[config.mk]
export PLATFORM = sky130hd
export DESIGN_NAME = utc_cmd_apb
export DESIGN_NICKNAME = d
export VERILOG_FILES = /design/src/rtl/utc_pkg.sv /design/src/rtl/utc_cmd_apb.sv /design/src/rtl/utc_sync3.sv
export SDC_FILE = /design/constraint.sdc
export NUM_CORES = 1
export LEC_CHECK = 0
export CAP_MARGIN = 10
export CORE_ASPECT_RATIO = 0.75
export CORE_MARGIN = 2
export CORE_UTILIZATION = 57
export CTS_BUF_LIST = sky130_fd_sc_hd__clkbuf_4 sky130_fd_sc_hd__clkbuf_8
export CTS_CLUSTER_DIAMETER = 120
export DETAILED_ROUTE_END_ITERATION = 6
export DONT_BUFFER_PORTS = 1
export PLACE_DENSITY = 0.7
export SLEW_MARGIN = 20
export SYNTH_ARGS = -nofsm -noshare
export SYNTH_HDL_FRONTEND = slang
export SYNTH_SLANG_ARGS = --single-unit
[constraint.sdc]
create_clock -name pclk -period 1.79 [get_ports pclk]
set_input_delay 0.358 -clock pclk [delete_from_list [all_inputs] [get_ports pclk]]
set_output_delay 0.358 -clock pclk [all_outputs]
set_load 0.005 [all_outputs]
[src/rtl/utc_pkg.sv]
// shared constants for the transmitter/receiver enable command block
package utc_pkg;
  localparam int unsigned UTC_ADDR_W = 8;
  localparam int unsigned UTC_DATA_W = 32;
  // register byte offsets
  localparam logic [UTC_ADDR_W-1:0] UTC_OFS_COMMAND = 8'h00;
  localparam logic [UTC_ADDR_W-1:0] UTC_OFS_CONFIG = 8'h04;
  localparam logic [UTC_ADDR_W-1:0] UTC_OFS_STATUS = 8'h08;
  // port_command fields
  localparam int unsigned UTC_TXC_LSB = 2;
  localparam int unsigned UTC_RXC_LSB = 0;
  localparam int unsigned UTC_CMD_W = 8;
  // config fields
  localparam int unsigned UTC_CFG_CHAN_LSB = 0;
  localparam int unsigned UTC_CFG_MODEM_BIT = 2;
  localparam int unsigned UTC_CFG_AC97_BIT = 3;
  localparam int unsigned UTC_CFG_PM_LSB = 4;
  localparam int unsigned UTC_CFG_W = 6;
  localparam logic [UTC_CFG_W-1:0] UTC_CFG_RESET = 6'h00;
  // status bit positions
  localparam int unsigned UTC_ST_TX_EMPTY_FLAG = 0;
  localparam int unsigned UTC_ST_TX_READY_FLAG = 1;
  localparam int unsigned UTC_ST_TXEN = 2;
  localparam int unsigned UTC_ST_RXEN = 3;
  localparam int unsigned UTC_ST_TXPEND = 4;
  localparam int unsigned UTC_ST_RXPEND = 5;
  localparam int unsigned UTC_ST_ARM = 6;
  localparam int unsigned UTC_ST_W = 7;
  localparam logic [UTC_DATA_W-1:0] UTC_RDATA_ZERO = 32'h0000_0000;

  typedef enum logic [1:0] {
    UTC_CMD_NONE = 2'h0,
    UTC_CMD_ENABLE = 2'h1,
    UTC_CMD_DISABLE = 2'h2,
    UTC_CMD_RSVD = 2'h3
  } utc_cmd_t;

  typedef enum logic [1:0] {
    UTC_CHAN_NORMAL = 2'h0,
    UTC_CHAN_ECHO = 2'h1,
    UTC_CHAN_LOCAL_LOOP = 2'h2,
    UTC_CHAN_REMOTE_LOOP = 2'h3
  } utc_chan_t;

  localparam logic [1:0] UTC_PM_MULTIDROP = 2'h3;
endpackage

[src/rtl/utc_cmd_apb.sv]
// transmitter and receiver enable command decoding behind an APB slave
//
// Our own choices: the APB register port and the address map.
`timescale 1ns/1ns
`default_nettype none
module utc_cmd_apb
  import utc_pkg::*;
(
  input wire logic pclk,
  input wire logic presetn,
  input wire logic psel,
  input wire logic penable,
  input wire logic pwrite,
  input wire logic [UTC_ADDR_W-1:0] paddr,
  input wire logic [UTC_DATA_W-1:0] pwdata,
  output logic [UTC_DATA_W-1:0] prdata,
  output logic pready,
  output logic pslverr,
  input wire logic tx_busy,
  input wire logic rx_busy,
  input wire logic tx_fifo_empty,
  input wire logic tx_fifo_write,
  input wire logic rx_coded_ready,
  input wire logic frame_sync_pin,
  output logic tx_enable,
  output logic rx_enable,
  output logic rx_search_start,
  output logic rx_discard,
  output logic tx_empty_flag,
  output logic tx_ready_flag
);
  logic [UTC_CFG_W-1:0] cfg_r;
  logic tx_en_r;
  logic tx_pend_r;
  logic rx_en_r;
  logic rx_pend_r;
  logic arm_r;
  logic fs_lvl;
  logic fs_prev_r;
  logic fs_rise;
  logic acc;
  logic cmd_wr;
  logic addr_ok;
  utc_cmd_t tx_cmd;
  utc_cmd_t rx_cmd;
  logic modem;
  logic ac97;
  logic rx_keep;
  logic ready_keep;

  function automatic logic utc_addr_hit(input logic [UTC_ADDR_W-1:0] a);
    utc_addr_hit = (a == UTC_OFS_COMMAND) || (a == UTC_OFS_CONFIG) || (a == UTC_OFS_STATUS);
  endfunction

  utc_sync3 u_fs_sync (
    .pclk(pclk),
    .presetn(presetn),
    .pin_in(frame_sync_pin),
    .level_out(fs_lvl)
  );

  always_ff @(posedge pclk or negedge presetn)
  begin
    if (!presetn)
      fs_prev_r <= 1'b0;
    else
      fs_prev_r <= fs_lvl;
  end
  assign fs_rise = fs_lvl && !fs_prev_r;

  // ---- APB slave: one wait-free access cycle, answer registered
  assign acc = psel && penable && pready;
  assign addr_ok = utc_addr_hit(paddr);
  assign cmd_wr = acc && pwrite && (paddr == UTC_OFS_COMMAND);

  always_ff @(posedge pclk or negedge presetn)
  begin
    if (!presetn)
      pready <= 1'b0;
    else
      pready <= psel && !penable;
  end

  always_ff @(posedge pclk or negedge presetn)
  begin
    if (!presetn)
      pslverr <= 1'b0;
    else
      pslverr <= psel && !penable && !utc_addr_hit(paddr);
  end

  always_ff @(posedge pclk or negedge presetn)
  begin
    if (!presetn)
      prdata <= UTC_RDATA_ZERO;
    else if (psel && !penable && !pwrite)
    begin
      prdata <= UTC_RDATA_ZERO;
      // command register reads back as zero: fields act only when written
      if (paddr == UTC_OFS_CONFIG)
        prdata[UTC_CFG_W-1:0] <= cfg_r;
      else if (paddr == UTC_OFS_STATUS)
      begin
        prdata[UTC_ST_TX_EMPTY_FLAG] <= tx_empty_flag;
        prdata[UTC_ST_TX_READY_FLAG] <= tx_ready_flag;
        prdata[UTC_ST_TXEN] <= tx_en_r;
        prdata[UTC_ST_RXEN] <= rx_en_r;
        prdata[UTC_ST_TXPEND] <= tx_pend_r;
        prdata[UTC_ST_RXPEND] <= rx_pend_r;
        prdata[UTC_ST_ARM] <= arm_r;
      end
    end
  end

  always_ff @(posedge pclk or negedge presetn)
  begin
    if (!presetn)
      cfg_r <= UTC_CFG_RESET;
    else if (acc && pwrite && addr_ok && (paddr == UTC_OFS_CONFIG))
      cfg_r <= pwdata[UTC_CFG_W-1:0];
  end

  assign modem = cfg_r[UTC_CFG_MODEM_BIT] || cfg_r[UTC_CFG_AC97_BIT];
  assign ac97 = cfg_r[UTC_CFG_AC97_BIT];
  assign rx_keep = (utc_chan_t'(cfg_r[UTC_CFG_CHAN_LSB +: 2]) == UTC_CHAN_LOCAL_LOOP)
    || (cfg_r[UTC_CFG_PM_LSB +: 2] == UTC_PM_MULTIDROP);
  assign ready_keep = modem
    && (utc_chan_t'(cfg_r[UTC_CFG_CHAN_LSB +: 2]) != UTC_CHAN_ECHO)
    && (utc_chan_t'(cfg_r[UTC_CFG_CHAN_LSB +: 2]) != UTC_CHAN_REMOTE_LOOP);

  // fields decoded only on the write edge; nothing of them is stored
  always_comb
  begin
    tx_cmd = UTC_CMD_NONE;
    rx_cmd = UTC_CMD_NONE;
    if (cmd_wr)
    begin
      tx_cmd = utc_cmd_t'(pwdata[UTC_TXC_LSB +: 2]);
      rx_cmd = utc_cmd_t'(pwdata[UTC_RXC_LSB +: 2]);
    end
  end

  // ---- transmitter enable; reserved code 11 falls into no branch
  always_ff @(posedge pclk or negedge presetn)
  begin
    if (!presetn)
    begin
      tx_en_r <= 1'b0;
      tx_pend_r <= 1'b0;
    end
    else if (tx_cmd == UTC_CMD_ENABLE && !tx_en_r)
    begin
      tx_en_r <= 1'b1;
      tx_pend_r <= 1'b0;
    end
    else if (tx_cmd == UTC_CMD_DISABLE && tx_en_r)
    begin
      tx_en_r <= 1'b0;
      tx_pend_r <= tx_busy;
    end
    else if (tx_pend_r && !tx_busy)
      tx_pend_r <= 1'b0;
  end

  // modem: empty waits for the first frame sync with no fifo load; codec: first such sync with code ready and fifo empty
  always_ff @(posedge pclk or negedge presetn)
  begin
    if (!presetn)
      arm_r <= 1'b0;
    else if (tx_cmd == UTC_CMD_ENABLE && !tx_en_r && modem)
      arm_r <= 1'b1;
    else if (tx_cmd == UTC_CMD_DISABLE || tx_fifo_write || (fs_rise && !ac97))
      arm_r <= 1'b0;
    else if (fs_rise && ac97 && rx_coded_ready && tx_fifo_empty)
      arm_r <= 1'b0;
  end

  always_ff @(posedge pclk or negedge presetn)
  begin
    if (!presetn)
      tx_empty_flag <= 1'b0;
    else if (tx_cmd == UTC_CMD_ENABLE && !tx_en_r && !modem)
      tx_empty_flag <= 1'b1;
    else if (arm_r && fs_rise && !tx_fifo_write && tx_en_r
      && (!ac97 || (rx_coded_ready && tx_fifo_empty)))
      tx_empty_flag <= 1'b1;
    else if (tx_cmd == UTC_CMD_DISABLE && tx_en_r)
      tx_empty_flag <= 1'b0;
  end

  always_ff @(posedge pclk or negedge presetn)
  begin
    if (!presetn)
      tx_ready_flag <= 1'b0;
    else if (tx_cmd == UTC_CMD_ENABLE && !tx_en_r && !modem)
      tx_ready_flag <= 1'b1;
    else if (tx_cmd == UTC_CMD_DISABLE && tx_en_r && !ready_keep)
      tx_ready_flag <= 1'b0;
  end

  // shifter keeps running until the character in flight is out
  always_ff @(posedge pclk or negedge presetn)
  begin
    if (!presetn)
      tx_enable <= 1'b0;
    else
      tx_enable <= (tx_en_r || tx_pend_r) && !(tx_cmd == UTC_CMD_DISABLE && !tx_busy);
  end

  // ---- receiver enable
  always_ff @(posedge pclk or negedge presetn)
  begin
    if (!presetn)
    begin
      rx_en_r <= 1'b0;
      rx_pend_r <= 1'b0;
    end
    else if (rx_cmd == UTC_CMD_ENABLE && !rx_en_r
      && cfg_r[UTC_CFG_PM_LSB +: 2] != UTC_PM_MULTIDROP)
    begin
      rx_en_r <= 1'b1;
      rx_pend_r <= 1'b0;
    end
    else if (rx_cmd == UTC_CMD_DISABLE && rx_en_r && !rx_keep)
    begin
      rx_en_r <= 1'b0;
      rx_pend_r <= modem && rx_busy;
    end
    else if (rx_pend_r && !rx_busy)
      rx_pend_r <= 1'b0;
  end

  always_ff @(posedge pclk or negedge presetn)
  begin
    if (!presetn)
      rx_search_start <= 1'b0;
    else
      rx_search_start <= rx_cmd == UTC_CMD_ENABLE && !rx_en_r
        && cfg_r[UTC_CFG_PM_LSB +: 2] != UTC_PM_MULTIDROP;
  end

  // only the partial character is dropped; status and control stay put
  always_ff @(posedge pclk or negedge presetn)
  begin
    if (!presetn)
      rx_discard <= 1'b0;
    else
      rx_discard <= rx_cmd == UTC_CMD_DISABLE && rx_en_r && !rx_keep
        && !(modem && rx_busy);
  end

  always_ff @(posedge pclk or negedge presetn)
  begin
    if (!presetn)
      rx_enable <= 1'b0;
    else if (rx_cmd == UTC_CMD_DISABLE && rx_en_r && !rx_keep)
      rx_enable <= modem && rx_busy;
    else if (rx_pend_r && !rx_busy)
      rx_enable <= 1'b0;
    else
      rx_enable <= rx_en_r || rx_pend_r || (rx_cmd == UTC_CMD_ENABLE && rx_search_start);
  end
endmodule
`default_nettype wire

[src/rtl/utc_sync3.sv]
// three-stage synchroniser for a pin input, output moves when stages two and three agree
`timescale 1ns/1ns
`default_nettype none
module utc_sync3
  import utc_pkg::*;
(
  input wire logic pclk,
  input wire logic presetn,
  input wire logic pin_in,
  output logic level_out
);
  logic s1_r;
  logic s2_r;
  logic s3_r;

  always_ff @(posedge pclk or negedge presetn)
  begin
    if (!presetn)
    begin
      s1_r <= 1'b0;
      s2_r <= 1'b0;
      s3_r <= 1'b0;
    end
    else
    begin
      s1_r <= pin_in;
      s2_r <= s1_r;
      s3_r <= s2_r;
    end
  end

  // a lone glitch through stage two never reaches the output
  always_ff @(posedge pclk or negedge presetn)
  begin
    if (!presetn)
      level_out <= 1'b0;
    else if (s2_r == s3_r)
      level_out <= s3_r;
  end
endmodule
`default_nettype wire

==> reports/summary.md <==
The largest registers in the layout are prdata x7, cfg_r x6. The die is 65.47 um wide. The via count of the first global-routing pass is 1055, and the area share of fa/ha/maj cells after synthesis is 0.006197. For the total of max-cap violations, the log shows 0. Data on the critical path arrives at its endpoint at 1750 ps. Once layout is done, the placed cells without fillers occupy 1718 um^2. The tools report the synthesized netlist cell count as 145. The power per unit of standard cell area was 805.9 nW/um^2. The count of buffers from port buffering is 0, and the worst endpoint required time is 1930 ps. The max-slew violation total from the final report was 0; the number of top-level design ports was 91. In this run, distinct cell masters in the synthesized netlist total 42. The pin count of the biggest net entering global routing is 32. The kind of end point of the critical path is a flip-flop. The logs give 1615 um^2 for the cell area after synthesis and 0.6113 for the initial core utilization.

The number of flip-flops in the largest register is 7. From synthesis to final layout, the design area changed by 6.352%. Setup violations remaining at the end of the flow were counted as 0.

The synthesized-area fraction occupied by ao, oa, aoi and oai cells came out at 0.1216. Subtracting the final worst setup slack from the clock period gives 1610 ps. The H-tree was split into 2 levels. The tools report the final cell utilization of the core as 0.6501. TritonCTS built the clock tree. The run gives 0 as the final routed DRC violation total. For this run, the top clock speed supported by timing is 0.6213 GHz. Largest area contributor in the netlist: sky130_fd_sc_hd__dfrtp_1.

Starting DRC count in detailed routing: 35. The number of endpoints with negative hold slack in the final report was 0. Routability congestion estimate from global placement: 0.8059. The core region is 2643 um^2.

The maximum fanout along the worst path is 4. Post-CTS repair changed the size of 0 cells. The mean instance size in the synthesized netlist came out at 11.14 um^2. The logs give 0 for the number of antenna violations at the first check in global routing and 208 for the count of nets after finishing. The count of TritonRoute iterations in the first routing pass was 4. In the final routed layout, each cell accounts on average for 15.76 um. The number of buffers added by the clock tree synthesis step was 5; the fraction of post-synthesis cell area in the top cell type by area was 0.4802.

The logs give 184 for the cell count after placement and 3280 um^2 for the full die area. Clock skew on the completed layout was measured at 3.518 ps. The worst setup path is launched from a primary input. The flow ran to the end, and the final reports show no timing, DRC or antenna violations. The cell sitting at the root of the clock tree is a sky130_fd_sc_hd__clkbuf_8. The fraction of synthesized cell area in xor and xnor cells works out to 0.

The number of antenna diodes in the final layout is 0. The cell area after placement was 1599 um^2; the share of final-layout standard cells stronger than drive strength 1 was 0.2025. The leakage power figure is 0.8355 nW, and the sequential cell area in the final layout is 775.7 um^2. The tools report the global-route wire length before repair as 4.774 mm. Summing all multi-input logic gate instances after layout gives 703.2 um^2. After filler insertion, the fill cell instance count of the layout stands at 214.

Sorting the synthesized cells by area gives the leading types as sky130_fd_sc_hd__dfrtp_1 48%, sky130_fd_sc_hd__buf_4 12%, sky130_fd_sc_hd__mux2_4 5.6%. The design draws 1.384 mW. Register ranked first by flip-flop count: prdata. By area, the combinational part of the netlist is dominated by simple AND/OR/NAND/NOR gates. The count of clock tree sinks is 31. The register bit total from synthesis was 31; the total routed wirelength was 3.058 mm. The share of the yosys chip area belonging to registers was 0.4802.

The clock reaches the later pin of the worst-skew pair after 270 ps. Number of cell rows: 16. Summed over all layers, the global routing overflow is 0. The post-synthesis mux area share is 0.05577. For the count of vias placed by the detailed router, the log shows 1094. The overall track demand over capacity in global routing was 0.1970; the post-synthesis simple-gate area fraction was 0.1936. The detail route stage leaves a number of antenna-violating nets equal to 0. Setup repair after global routing left no endpoint under its margin. Detailed placement finished with a half-perimeter wire length of 2.312 mm. The number of vias per cell after detailed routing is 5.639. The critical setup path kind was in2reg.

The count of non-filler cells in the finished layout is 194, and the synthesis warning total is 0. Counting along the longest clock path gives a buffer depth of 2. The worst hold path belongs to the class in2reg. The clock-pin slew reported for the worst setup and hold paths after clock tree synthesis works out to 60 ps. The fraction of the cycle the final worst path needs is 0.8992. The height of the die is 50.10 um. The worst-case vdd ir drop is 0.5116 mV.
-- critical path, stage by stage --
cell and delay [ps]:
sky130_fd_sc_hd__or4_4 560, sky130_fd_sc_hd__or4_4 460, sky130_fd_sc_hd__o31ai_1 230, sky130_fd_sc_hd__a21boi_0 140
-- where the power goes --
group	switching (mW)	total [mW]	internal, mW	leakage [nW]
Sequential	0.0225	0.756	0.734	0.397
Clock	0.239	0.541	0.302	0.0491
Combinational	0.0544	0.0868	0.0324	0.390
-- placed cells by master, fill, tap and decap left out, types with 2 or more instances in the layout --
cell type                  Yosys  routed
sky130_fd_sc_hd__mux2_4        6       6
sky130_fd_sc_hd__nor2_1       11      11
sky130_fd_sc_hd__o21ai_0       2       2
sky130_fd_sc_hd__a21oi_1       7       7
sky130_fd_sc_hd__conb_1        1      25
sky130_fd_sc_hd__nand4_1       6       6
sky130_fd_sc_hd__dfrtp_1      31      31
sky130_fd_sc_hd__nor4_4        2       2
sky130_fd_sc_hd__clkbuf_4      0       2
sky130_fd_sc_hd__or4_4         2       2
sky130_fd_sc_hd__nand2_1       4       4
sky130_fd_sc_hd__inv_1         4       4
sky130_fd_sc_hd__nor2b_1       3       3
sky130_fd_sc_hd__and2_1        2       2
sky130_fd_sc_hd__buf_4        25       8
sky130_fd_sc_hd__nand3_1       2       2
sky130_fd_sc_hd__or2_2         2       2
sky130_fd_sc_hd__nand2b_1      3       3
sky130_fd_sc_hd__a32oi_1       6       6
sky130_fd_sc_hd__clkbuf_8      0       5
sky130_fd_sc_hd__a22o_1        2       2
-- cells by family after synthesis --
logic type / count (synthesis)
simple gates: 46
buf+inv: 33
flops: 31
compound gates: 27
mux: 6
fa+ha+maj: 1
other cells: 1
-- area by class of cell --
| class | instances | area share |
|---|---|---|
| Tap cell | 36 | 0.02622 |
| Inverter | 4 | 0.008740 |
| Multi-Input combinational cell | 105 | 0.4093 |
| Clock inverter | 1 | 0.002913 |
| Clock buffer | 7 | 0.04880 |
| Timing Repair Buffer | 10 | 0.05244 |
| Sequential cell | 31 | 0.4516 |
-- final timing paths --
kind,slack (ps),end,depth (start not counted),from
hold reg to reg,350,u_fs_sync.s2_r,0,u_fs_sync.s1_r
setup / recovery,180,tx_pend_r,4,paddr[1]
max in group asynchronous,1080,u_fs_sync.level_out,2,presetn
setup reg to reg,300,rx_enable,5,cfg_r[4]
hold / removal,110,u_fs_sync.s1_r,0,frame_sync_pin
min in group asynchronous,550,prdata[1],2,presetn
-- timing repair --
item                                   CTS  global route
endpoints found under the hold margin   31             0
buffers inserted                         0             0
hold buffers                             2             0
-- through the flow --
stage | hold WS [ps] | setup TNS, ps | worst slack (ps)
after floorplan | 62.41 | -882.7 | -135.3
after global placement | 62.87 | -576.5 | -82.77
after detailed placement | 62.82 | -858.6 | -116.4
after CTS | 101.8 | 0 | 177.2
after global routing | 94.22 | 0 | 111.0
final | 106.7 | 0 | 180.4
-- per-layer routing --
layer | up-vias | wire (um) | GRT usage
li1 | 504 | - | -
met2 | 64 | 1334 | 0.3010
met5 | - | 0 | 0
met3 | 5 | 289 | 0.06164
met4 | 0 | 36 | 0.05208
met1 | 521 | 1397 | 0.2722
-- synthesized netlist by cell type --
library cell                instances
sky130_fd_sc_hd__a32oi_1            6
sky130_fd_sc_hd__a21boi_0           1
sky130_fd_sc_hd__conb_1             1
sky130_fd_sc_hd__nor4_4             2
sky130_fd_sc_hd__clkbuf_1           2
sky130_fd_sc_hd__and3b_1            1
sky130_fd_sc_hd__o21a_1             1
sky130_fd_sc_hd__or2_2              2
sky130_fd_sc_hd__nor3_4             1
sky130_fd_sc_hd__and4_1             1
sky130_fd_sc_hd__nor2_1            11
sky130_fd_sc_hd__nor4_1             1
sky130_fd_sc_hd__nor2b_1            3
sky130_fd_sc_hd__a21o_1             1
sky130_fd_sc_hd__buf_6              1
sky130_fd_sc_hd__and3_1             1
sky130_fd_sc_hd__nand4_1            6
sky130_fd_sc_hd__nand2b_1           3
sky130_fd_sc_hd__nand3_1            2
sky130_fd_sc_hd__o221ai_1           1
sky130_fd_sc_hd__inv_1              4
sky130_fd_sc_hd__a21oi_1            7
sky130_fd_sc_hd__mux2_4             6
sky130_fd_sc_hd__buf_2              1
sky130_fd_sc_hd__nand2_1            4
sky130_fd_sc_hd__a22o_1             2
sky130_fd_sc_hd__maj3_1             1
sky130_fd_sc_hd__o22a_1             1
sky130_fd_sc_hd__dfrtp_1           31
sky130_fd_sc_hd__buf_4             25
sky130_fd_sc_hd__and2_1             2
sky130_fd_sc_hd__a31oi_1            1
sky130_fd_sc_hd__a31o_2             1
sky130_fd_sc_hd__nand2b_2           1
sky130_fd_sc_hd__or4_4              2
sky130_fd_sc_hd__nor4b_1            1
sky130_fd_sc_hd__nor3b_1            1
sky130_fd_sc_hd__a2111oi_0          1
sky130_fd_sc_hd__o31ai_1            1
sky130_fd_sc_hd__o21ai_0            2
sky130_fd_sc_hd__and4b_1            1
sky130_fd_sc_hd__a221o_1            1
No activity file was read; power rests on OpenSTA's default activity.
